`src/rtl/adcc_regs.svh`:
```
// Register map, field positions, reset values and codes of the
// converter control block. Included by the package, adcc_apb_slave and adcc_ctrl.
`ifndef ADCC_REGS_SVH
`define ADCC_REGS_SVH
`define ADCC_SC1_OFFS  8'h00
`define ADCC_SC2_OFFS  8'h04
`define ADCC_SC1_RST   8'h1f
`define ADCC_SC2_RST   8'h00
`define ADCC_DONE_BIT  7
`define ADCC_IEN_BIT   6
`define ADCC_CONT_BIT  5
`define ADCC_CH_MSB    4
`define ADCC_ACT_BIT   7
`define ADCC_TRG_BIT   6
`define ADCC_CMPEN_BIT 5
`define ADCC_CMPGE_BIT 4
`define ADCC_CH_EXTMAX 5'h1b
`define ADCC_CH_RSVD   5'h1c
`define ADCC_CH_VREFH  5'h1d
`define ADCC_CH_VREFL  5'h1e
`define ADCC_CH_OFF    5'h1f
`endif

```
`src/rtl/adcc_pkg.sv`:
```
// Types shared by the converter control block and its helpers.
// Assumes adcc_regs.svh on the include path.
`include "adcc_regs.svh"
package adcc_pkg;
  typedef enum logic [1:0] {
    ADCC_IDLE,
    ADCC_CONV
  } adcc_state_t;

  typedef enum logic [2:0] {
    ADCC_SRC_EXT,
    ADCC_SRC_RSVD,
    ADCC_SRC_VREFH,
    ADCC_SRC_VREFL,
    ADCC_SRC_OFF
  } adcc_src_t;

  // Request to the analog converter
  typedef struct packed {
    logic       start;
    logic       abort;
    logic       pwrdn;
    logic [4:0] chan;
    adcc_src_t  src;
  } adcc_req_t;

  // Answer of the analog converter and its comparator
  typedef struct packed {
    logic done;
    logic below;
  } adcc_rsp_t;

  // Register write taken from the bus
  typedef struct packed {
    logic       en;
    logic [7:0] addr;
    logic [7:0] data;
  } adcc_wr_t;
endpackage

```
`src/rtl/adcc_apb_slave.sv`:
```
// APB slave front end of the converter control block.
// Assumes the owner decodes wr and supplies rdata for the paddr shown.
`timescale 1ns/1ps
`include "adcc_regs.svh"
module adcc_apb_slave
  import adcc_pkg::*;
(
  // Clock and reset
  input  wire logic        pclk,
  input  wire logic        presetn,
  // APB
  input  wire logic        psel,
  input  wire logic        penable,
  input  wire logic        pwrite,
  input  wire logic [7:0]  paddr,
  input  wire logic [31:0] pwdata,
  output logic      [31:0] prdata,
  output logic             pready,
  output logic             pslverr,
  // Register side
  input  wire logic [7:0]  rdata,
  output adcc_wr_t         wr
);
  logic        pready_q,  pready_d;
  logic        pslverr_q, pslverr_d;
  logic [31:0] prdata_q,  prdata_d;
  logic        mapped;

  assign mapped = (paddr == `ADCC_SC1_OFFS) || (paddr == `ADCC_SC2_OFFS);

  // One wait state, so read data and pready both leave flip-flops
  always_comb begin
    pready_d  = 1'b0;
    pslverr_d = 1'b0;
    prdata_d  = prdata_q;
    if (psel && penable && !pready_q) begin
      pready_d  = 1'b1;
      pslverr_d = !mapped;
      prdata_d  = (!pwrite && mapped) ? {24'h000000, rdata} : 32'h00000000;
    end
  end

  always_ff @(posedge pclk or negedge presetn) begin
    if (!presetn) begin
      pready_q  <= 1'b0;
      pslverr_q <= 1'b0;
      prdata_q  <= 32'h00000000;
    end else begin
      pready_q  <= pready_d;
      pslverr_q <= pslverr_d;
      prdata_q  <= prdata_d;
    end
  end

  // Write lands on the edge where the master sees pready
  assign wr.en   = psel && penable && pready_q && pwrite && mapped;
  assign wr.addr = paddr;
  assign wr.data = pwdata[7:0];
  assign prdata  = prdata_q;
  assign pready  = pready_q;
  assign pslverr = pslverr_q;
endmodule

```
`src/rtl/adcc_ctrl.sv`:
```
// Control and status of a successive approximation converter.
// Assumes an analog converter answering start with a done strobe,
// and a comparator reporting result below the compare value.
//
// Operation
// Compare off: every finish sets done flag
// Compare on: finish sets flag only if true
// Status one write or result read clears
// Interrupt when flag set and enable high
// Single mode: one conversion per trigger
// Continuous mode: back-to-back after first trigger
// Five-bit channel select in status one
// Codes map external, reserved, high, low reference
// All-ones code turns converter off, isolated
// All-ones stop allows no further conversion
// Single mode idles in low power after finish
// Active flag spans conversion, clears on abort
// Trigger select: software write or hardware
// Compare enable bit in status two
// Compare sense: below, or greater-equal
// Status one write aborts, restarts unless off (in hardware trigger mode the code only re-arms and waits for the next edge)
// Result loads unless compare fails
// Hardware trigger synchronised, rising edge only
//
// Implementation choices: the APB register port and the register offsets.
`timescale 1ns/1ps
`include "adcc_regs.svh"
module adcc_ctrl
  import adcc_pkg::*;
(
  // Clock and reset
  input  wire logic        pclk,
  input  wire logic        presetn,
  // APB
  input  wire logic        psel,
  input  wire logic        penable,
  input  wire logic        pwrite,
  input  wire logic [7:0]  paddr,
  input  wire logic [31:0] pwdata,
  output logic      [31:0] prdata,
  output logic             pready,
  output logic             pslverr,
  // Hardware trigger
  input  wire logic        hw_trigger_in,
  // Converter and result registers
  input  adcc_rsp_t        conv_rsp,
  input  wire logic        result_low_rd,
  output adcc_req_t        conv_req,
  output logic             result_load,
  // Interrupt
  output logic             done_irq
);
  adcc_wr_t    wr;
  logic [7:0]  rdata;
  logic        hw_evt;

  adcc_state_t state_q, state_d;
  logic        conversion_done_flag_q, conversion_done_flag_d;
  logic        done_irq_enable_q, done_irq_enable_d;
  logic        continuous_enable_q, continuous_enable_d;
  logic [4:0]  channel_select_q, channel_select_d;
  logic        trigger_select_q, trigger_select_d;
  logic        compare_enable_q, compare_enable_d;
  logic        compare_greater_equal_q, compare_greater_equal_d;
  logic        armed_q, armed_d;
  adcc_req_t   req_q, req_d;
  logic        load_q, load_d;
  logic        irq_q, irq_d;

  logic        sc1_wr;
  logic        sc2_wr;
  logic        cmp_true;
  logic        finish;
  logic        hit;
  logic        go;
  logic        wr_off;

  // Channel code to source
  function automatic adcc_src_t chan_src(input logic [4:0] ch);
    adcc_src_t s;
    s = ADCC_SRC_EXT;
    if (ch == `ADCC_CH_OFF) begin
      s = ADCC_SRC_OFF;
    end else if (ch == `ADCC_CH_VREFL) begin
      s = ADCC_SRC_VREFL;
    end else if (ch == `ADCC_CH_VREFH) begin
      s = ADCC_SRC_VREFH;
    end else if (ch == `ADCC_CH_RSVD) begin
      s = ADCC_SRC_RSVD;
    end
    return s;
  endfunction

  adcc_apb_slave u_apb (
    .pclk    (pclk),
    .presetn (presetn),
    .psel    (psel),
    .penable (penable),
    .pwrite  (pwrite),
    .paddr   (paddr),
    .pwdata  (pwdata),
    .prdata  (prdata),
    .pready  (pready),
    .pslverr (pslverr),
    .rdata   (rdata),
    .wr      (wr)
  );

  adcc_trig_sync u_sync (
    .pclk      (pclk),
    .presetn   (presetn),
    .trig_in   (hw_trigger_in),
    .trig_rise (hw_evt)
  );

  assign sc1_wr = wr.en && (wr.addr == `ADCC_SC1_OFFS);
  assign sc2_wr = wr.en && (wr.addr == `ADCC_SC2_OFFS);
  assign wr_off = (wr.data[`ADCC_CH_MSB:0] == `ADCC_CH_OFF);

  // A write in the same cycle as done aborts, so that finish is dropped
  assign finish   = (state_q == ADCC_CONV) && conv_rsp.done && !sc1_wr;
  assign cmp_true = compare_greater_equal_q ? !conv_rsp.below
                                            : conv_rsp.below;
  assign hit      = finish && (!compare_enable_q || cmp_true);

  always_comb begin
    rdata = 8'h00;
    if (paddr == `ADCC_SC1_OFFS) begin
      rdata = {conversion_done_flag_q, done_irq_enable_q,
               continuous_enable_q, channel_select_q};
    end else if (paddr == `ADCC_SC2_OFFS) begin
      rdata = {state_q == ADCC_CONV, trigger_select_q,
               compare_enable_q, compare_greater_equal_q, 4'h0};
    end
  end

  always_comb begin
    state_d                 = state_q;
    done_irq_enable_d       = done_irq_enable_q;
    continuous_enable_d     = continuous_enable_q;
    channel_select_d        = channel_select_q;
    trigger_select_d        = trigger_select_q;
    compare_enable_d        = compare_enable_q;
    compare_greater_equal_d = compare_greater_equal_q;
    armed_d                 = armed_q;
    go                      = 1'b0;
    req_d                   = req_q;
    req_d.start             = 1'b0;
    req_d.abort             = 1'b0;
    load_d                  = hit;
    if (sc2_wr) begin
      trigger_select_d        = wr.data[`ADCC_TRG_BIT];
      compare_enable_d        = wr.data[`ADCC_CMPEN_BIT];
      compare_greater_equal_d = wr.data[`ADCC_CMPGE_BIT];
    end
    if (sc1_wr) begin
      done_irq_enable_d   = wr.data[`ADCC_IEN_BIT];
      continuous_enable_d = wr.data[`ADCC_CONT_BIT];
      channel_select_d    = wr.data[`ADCC_CH_MSB:0];
      req_d.abort         = (state_q == ADCC_CONV);
      state_d             = ADCC_IDLE;
      // Hardware mode waits for the next trigger edge instead
      armed_d             = !wr_off;
      go                  = !wr_off && !trigger_select_q;
    end else begin
      case (state_q)
        ADCC_IDLE: begin
          go = armed_q && trigger_select_q && hw_evt;
        end
        ADCC_CONV: begin
          if (conv_rsp.done) begin
            if (continuous_enable_q) begin
              go = 1'b1;
            end else begin
              state_d = ADCC_IDLE;
            end
          end
        end
        default: begin
          state_d = ADCC_IDLE;
        end
      endcase
    end
    if (go) begin
      state_d     = ADCC_CONV;
      req_d.start = 1'b1;
    end
    req_d.chan  = channel_select_d;
    req_d.src   = chan_src(channel_select_d);
    // Converter sleeps whenever nothing is converting
    req_d.pwrdn = (state_d == ADCC_IDLE);
  end

  // Set wins over a clear in the same cycle
  always_comb begin
    conversion_done_flag_d = hit || (conversion_done_flag_q &&
                             !(sc1_wr || result_low_rd));
    irq_d = conversion_done_flag_d && done_irq_enable_d;
  end

  always_ff @(posedge pclk or negedge presetn) begin
    if (!presetn) begin
      state_q                 <= ADCC_IDLE;
      conversion_done_flag_q  <= 1'(`ADCC_SC1_RST >> `ADCC_DONE_BIT);
      done_irq_enable_q       <= 1'b0;
      continuous_enable_q     <= 1'b0;
      channel_select_q        <= `ADCC_CH_OFF;
      trigger_select_q        <= 1'b0;
      compare_enable_q        <= 1'b0;
      compare_greater_equal_q <= 1'b0;
      armed_q                 <= 1'b0;
      req_q                   <= '{start: 1'b0, abort: 1'b0, pwrdn: 1'b1,
                                   chan: `ADCC_CH_OFF, src: ADCC_SRC_OFF};
      load_q                  <= 1'b0;
      irq_q                   <= 1'b0;
    end else begin
      state_q                 <= state_d;
      conversion_done_flag_q  <= conversion_done_flag_d;
      done_irq_enable_q       <= done_irq_enable_d;
      continuous_enable_q     <= continuous_enable_d;
      channel_select_q        <= channel_select_d;
      trigger_select_q        <= trigger_select_d;
      compare_enable_q        <= compare_enable_d;
      compare_greater_equal_q <= compare_greater_equal_d;
      armed_q                 <= armed_d;
      req_q                   <= req_d;
      load_q                  <= load_d;
      irq_q                   <= irq_d;
    end
  end

  assign conv_req    = req_q;
  assign result_load = load_q;
  assign done_irq    = irq_q;
endmodule

```
`src/rtl/adcc_trig_sync.sv`:
```
// Hardware trigger synchroniser with rising edge detect.
// Assumes trig_in is a slow level from a periodic counter.
`timescale 1ns/1ps
module adcc_trig_sync (
  // Clock and reset
  input  wire logic pclk,
  input  wire logic presetn,
  // Trigger
  input  wire logic trig_in,
  output logic      trig_rise
);
  logic [2:0] sync_q, sync_d;

  always_comb begin
    sync_d = {sync_q[1:0], trig_in};
  end

  always_ff @(posedge pclk or negedge presetn) begin
    if (!presetn) begin
      sync_q <= 3'h0;
    end else begin
      sync_q <= sync_d;
    end
  end

  // Only the second and third stages feed the edge detect
  assign trig_rise = sync_q[1] && !sync_q[2];
endmodule

```
`config.mk`:
```
export PLATFORM = sky130hd
export DESIGN_NAME = adcc_ctrl
export DESIGN_NICKNAME = d
export VERILOG_FILES = /design/src/rtl/adcc_pkg.sv /design/src/rtl/adcc_apb_slave.sv /design/src/rtl/adcc_ctrl.sv /design/src/rtl/adcc_trig_sync.sv
export VERILOG_INCLUDE_DIRS = /design/src /design/src/rtl
export SDC_FILE = /design/constraint.sdc
export NUM_CORES = 1
export LEC_CHECK = 0
export ABC_AREA = 1
export BUFFER_PORTS_ARGS = -buffer_cell sky130_fd_sc_hd__buf_2
export CAP_MARGIN = 5
export CORE_UTILIZATION = 46
export DETAILED_ROUTE_END_ITERATION = 6
export GPL_ROUTABILITY_DRIVEN = 0
export GPL_TIMING_DRIVEN = 0
export MAX_ROUTING_LAYER = met4
export PLACE_DENSITY_LB_ADDON = 0.15
export SYNTH_ARGS = -nofsm -noshare
export SYNTH_HDL_FRONTEND = slang
export SYNTH_HIERARCHICAL = 1
export SYNTH_SLANG_ARGS = --single-unit
```
`constraint.sdc`:
```
create_clock -name pclk -period 2.18 [get_ports pclk]
set_clock_uncertainty 0.2 [all_clocks]
set_input_delay 0.327 -clock pclk [delete_from_list [all_inputs] [get_ports pclk]]
set_output_delay 0.327 -clock pclk [all_outputs]
set_load 0.01 [all_outputs]
```
-- After elaboration in Yosys (flattened, before gate mapping)
Cells that the tools add are included.
- input bits: 49
- output and inout port bits: 47
- word-level logic and storage cells: 83
- register bits after elaboration: 59
- equal/unequal tests: 7
- reductions and logical operators: 34
- multiplexer cells: 23
- operators by type and width (cell ; count):
    equality test 5 bit, second input constant ; 5
    2-to-1 mux 8 bit ; 3
    logical AND 1 bit ; 17
    2-to-1 mux 2 bit ; 6
    logical NOT 1 bit ; 10
    2-to-1 mux 1 bit ; 10
    equality test 8 x 3 -> 1 bit, second input constant ; 1
    logical NOT 8 bit ; 1
    2-to-1 mux 5 bit ; 1
    logical NOT 2 bit ; 2
    logical OR 1 bit ; 4
    one-hot mux 2 bit (2 select lines) ; 1
    2-to-1 mux 3 bit ; 1
    equality test 2 x 1 -> 1 bit, second input constant ; 1
    one-hot mux 1 bit (2 select lines) ; 1

-- Depth between registers and ports, before layout
- depth in word-level cells: 11
- gate-level depth with buffers: 12
- mapped depth without buffers: 11

-- By module
The synthesis kept the hierarchy.
- modules (own cells, without submodules) (module ; sequential area each (um^2) ; cells an instance ; area an instance (um^2) ; times used):
    adcc_ctrl ; 559.3 ; 146 ; 1133.6 ; 1
    adcc_apb_slave ; 250.2 ; 106 ; 795.8 ; 1
    adcc_trig_sync ; 75.1 ; 5 ; 85.1 ; 1

-- Least setup slack after synthesis
OpenSTA, ideal clock, no wires.
- kind: input to register
- from: in paddr[7]
- to: reg req_q, in the netlist conv_req[0]
- path buffers: 1
- setup slack: 422 ps
- required time: 1862 ps
- cell stages on the path: 11
- arrival time: 1441 ps
- setup time: 118 ps
- cell sequence: nor2_1 -> nand2_1 -> nor3_1 -> inv_1 -> nor2_4 -> nand3_4 -> buf_6 -> nand2_1 -> nand2_1 -> nand3_2 -> nor2_1
- RTL lines (element ; line ; RTL):
    from (decl) ; adcc_ctrl.sv:38 ; input wire logic [7:0] paddr,
    to (signal assigned) ; adcc_ctrl.sv:212 ; req_q <= '{start: 1'b0, abort: 1'b0, pwrdn: 1'b1,
    to (signal assigned) ; adcc_ctrl.sv:226 ; req_q <= req_d;
    to (decl) ; adcc_ctrl.sv:66 ; adcc_req_t req_q, req_d;

==> impl_table.tex <==
\begin{tabular}{lr}
\hline
Metric & Value \\
\hline
\multicolumn{2}{l}{\textbf{GRT}} \\
\quad GRT overflow & 0 \\
\quad Total routing usage reported by global routing & 18.7\% \\
\quad Initial antenna violation count & 0 \\
\quad Wire length of the first global-routing pass & 6000 um \\
\quad Number of global-route vias before repair & 1,412 \\
\quad Maximum number of pins on one net before global-route repair & 36 \\
\multicolumn{2}{l}{\textbf{Cells and area}} \\
\quad Number of standard cells in the final layout excluding fillers & 378 \\
\quad Final antenna diode count & 0 \\
\quad Number of nets in the layout & 376 \\
\quad Design area & 2450 um\^{}2 \\
\quad Fraction of final layout cells sized beyond drive strength 1 & 34.1\% \\
\quad Combined flip-flop and latch cell area & 885 um\^{}2 \\
\quad Area Growth Syn to Fin & 22.3\% \\
\quad Final core area utilization & 60.1\% \\
\quad Number of fill cells & 399 \\
\quad Area occupied by multi-input gates & 758 um\^{}2 \\
\multicolumn{2}{l}{\textbf{Critical path}} \\
\quad Worst reg2reg path depth & 10 \\
\quad Crit path capture type & flip-flop \\
\quad Sort of element at the start of the critical path & flip-flop \\
\quad Critical Path Source & u\_apb/pready\$\_DFF\_PN0\_ \\
\quad Data required time of the critical path & 2.16 ns \\
\quad Crit path DAT & 1.82 ns \\
\quad Flop2flop setup slack & 0.34 ns \\
\quad Startpoint-to-endpoint class of the critical path & flip-flop to flip-flop \\
\quad Reg-to-Reg End & conv\_req[0]\$\_DFF\_PN0\_ \\
\quad Critical R2R Launch & u\_apb/pready\$\_DFF\_PN0\_ \\
\quad Largest fanout on the critical path & 10 \\
\multicolumn{2}{l}{\textbf{Floorplanning}} \\
\quad Core area & 4090 um\^{}2 \\
\quad Initial core utilization & 49.1\% \\
\quad Overall die height & 68.1 um \\
\quad Die width & 68.1 um \\
\quad Row count & 23 \\
\quad Boundary Pins & 96 \\
\quad Die Outline Area & 4630 um\^{}2 \\
\multicolumn{2}{l}{\textbf{Clock tree}} \\
\quad Clock Latency Late Sink & 0.29 ns \\
\quad H-tree depth & 2 \\
\quad Setup repair bufs after CTS & 0 \\
\quad Number of clock buffers inserted by TritonCTS & 5 \\
\quad Clock tree from TritonCTS & done \\
\quad TritonCTS Sinks & 35 \\
\quad Clock slew at the register clock pins of the worst setup and hold paths & 0.07 ns \\
\quad CTS max path bufs & 2 \\
\quad Root Buffer Master & clkbuf\_8 \\
\multicolumn{2}{l}{\textbf{Route}} \\
\quad Aggregate routed wire length & 3630 um \\
\quad Remaining routing DRC violations & 0 \\
\quad Number of vias per cell after detailed routing & 4.12 \\
\quad Vias after detailed routing & 1,558 \\
\quad Wire length per cell & 9.61 um \\
\quad Iteration-0 DRC count of the detailed router & 56 \\
\quad Final antenna-violating net count & 0 \\
\quad Detailed-router iteration count before antenna repair & 4 \\
\multicolumn{2}{l}{\textbf{Min path}} \\
\quad Tightest Hold Check Type & input port to flip-flop \\
\quad Hold Path Depth & 4 \\
\quad Endpoint, Worst Hold & conversion\_done\_flag\_q\$\_DFF\_PN0\_ \\
\quad Start point of the worst hold path & result\_low\_rd \\
\multicolumn{2}{l}{\textbf{Timing}} \\
\quad Number of failing setup endpoints in the final timing report & 0 \\
\quad PnR worst setup slack & 0.338 ns \\
\quad Post-layout min period & 1.84 ns \\
\quad Total count of max-transition violations in the final report & 0 \\
\quad Min Hold Slack & 0.102 ns \\
\quad Fmax & 543 MHz \\
\quad Fin crit share & 84.5\% \\
\quad Tightest slew margin relative to the limit & 49.8\% \\
\quad Worst-Margin Slew & 0.754 ns \\
\quad Setup\_tns & 0 ns \\
\quad Number of failing hold endpoints at the final stage & 0 \\
\quad RSZ-0062 raised after global routing & no \\
\multicolumn{2}{l}{\textbf{Place}} \\
\quad Placement-stage worst setup slack & 0.103 ns \\
\quad Number of buffers added on ports & 39 \\
\quad Placed instance count & 368 \\
\quad Cell Area, Placed & 2350 um\^{}2 \\
\quad Detailed placement HPWL & 2900 um \\
\multicolumn{2}{l}{\textbf{Synthesis}} \\
\quad Mean post-synth cell area & 7.84 um\^{}2 \\
\quad Post-synthesis instance area & 2010 um\^{}2 \\
\quad Cells after Synth & 256 \\
\quad Synthesis Warnings & 6 \\
\multicolumn{2}{l}{\textbf{Power}} \\
\quad Static leakage & 1.37 nW \\
\quad Final Power & 1.25 mW \\
\quad Peak VDD IR & 356 uV \\
\quad Power density over the cells & 509 nW/um\^{}2 \\
\multicolumn{2}{l}{\textbf{Outcome}} \\
\quad Status & finished, final reports clean \\
\multicolumn{2}{l}{\textbf{Flow run}} \\
\quad Max Cap Viol & 0 \\
\hline
\end{tabular}
-- state kept, by name, indices dropped and copies added (netlist names), 2 cells and up --
register and cells:
u_apb/prdata 8, state_q 2, conv_req 11, u_sync/sync_q 3
-- per-layer routing --
layer | track usage [%] | routed length (um)
met5 | - | 0
met3 | 4.67 | 232
met1 | 21.8 | 1660
met2 | 29.5 | 1700
met4 | 10.2 | 45
-- worst max-delay path, cell delays in order (launching register included) --
cell and delay (ns):
dfrtp_1 0.38, nand4_1 0.11, nor3_1 0.14, inv_1 0.10, nor2_4 0.21, nand3_4 0.14
buf_6 0.17, nand2_1 0.06, nand2_1 0.07, nand3_2 0.10, nor2_1 0.05
-- layout make-up --
| type | count | share of cell area (%) |
|---|---|---|
| Sequential cell | 35 | 36.0 |
| Multi-Input combinational cell | 167 | 30.9 |
| Clock inverter | 3 | 0.612 |
| Clock buffer | 5 | 2.80 |
| Buffer | 41 | 12.8 |
| Inverter | 36 | 5.50 |
| Timing Repair Buffer | 41 | 8.77 |
| Tap cell | 50 | 2.55 |
-- cell usage in the layout (no fill, tap or decap), types with 3 or more instances in the layout --
cell type	count
nand2_1	58
buf_2	39
buf_4	39
nor2_1	33
inv_1	33
dfrtp_1	28
conb_1	25
nand3_1	16
o21ai_0	10
dfstp_2	7
clkbuf_8	5
nor2_2	4
inv_2	3
nor2_4	3
nand4_1	3
clkinv_2	3
-- repair_timing --
action	4_1_cts	5_1_grt
hold buffers	2	0
setup endpoints to repair	0	0
resized for setup	0	0
endpoints found under the hold margin	29	0
-- worst max-delay path by stage --
stage | slack [ns] | to
after floorplan | 0.42 | conv_req[0]$_DFF_PN0_
final | 0.34 | conv_req[0]$_DFF_PN0_
after CTS | 0.33 | conv_req[0]$_DFF_PN0_
after global routing | 0.20 | conv_req[0]$_DFF_PN0_
after global placement | 0.08 | conv_req[0]$_DFF_PN0_
after detailed placement | 0.10 | conv_req[0]$_DFF_PN0_
-- report_power, final --
group	switching (mW)	internal (mW)	leakage, nW
clock	0.227	0.218	0.0477
combinational	0.0763	0.0703	0.869
sequential	0.00258	0.656	0.453
total	0.306	0.944	1.37
Note: power is estimated with default switching activity, not from simulation.
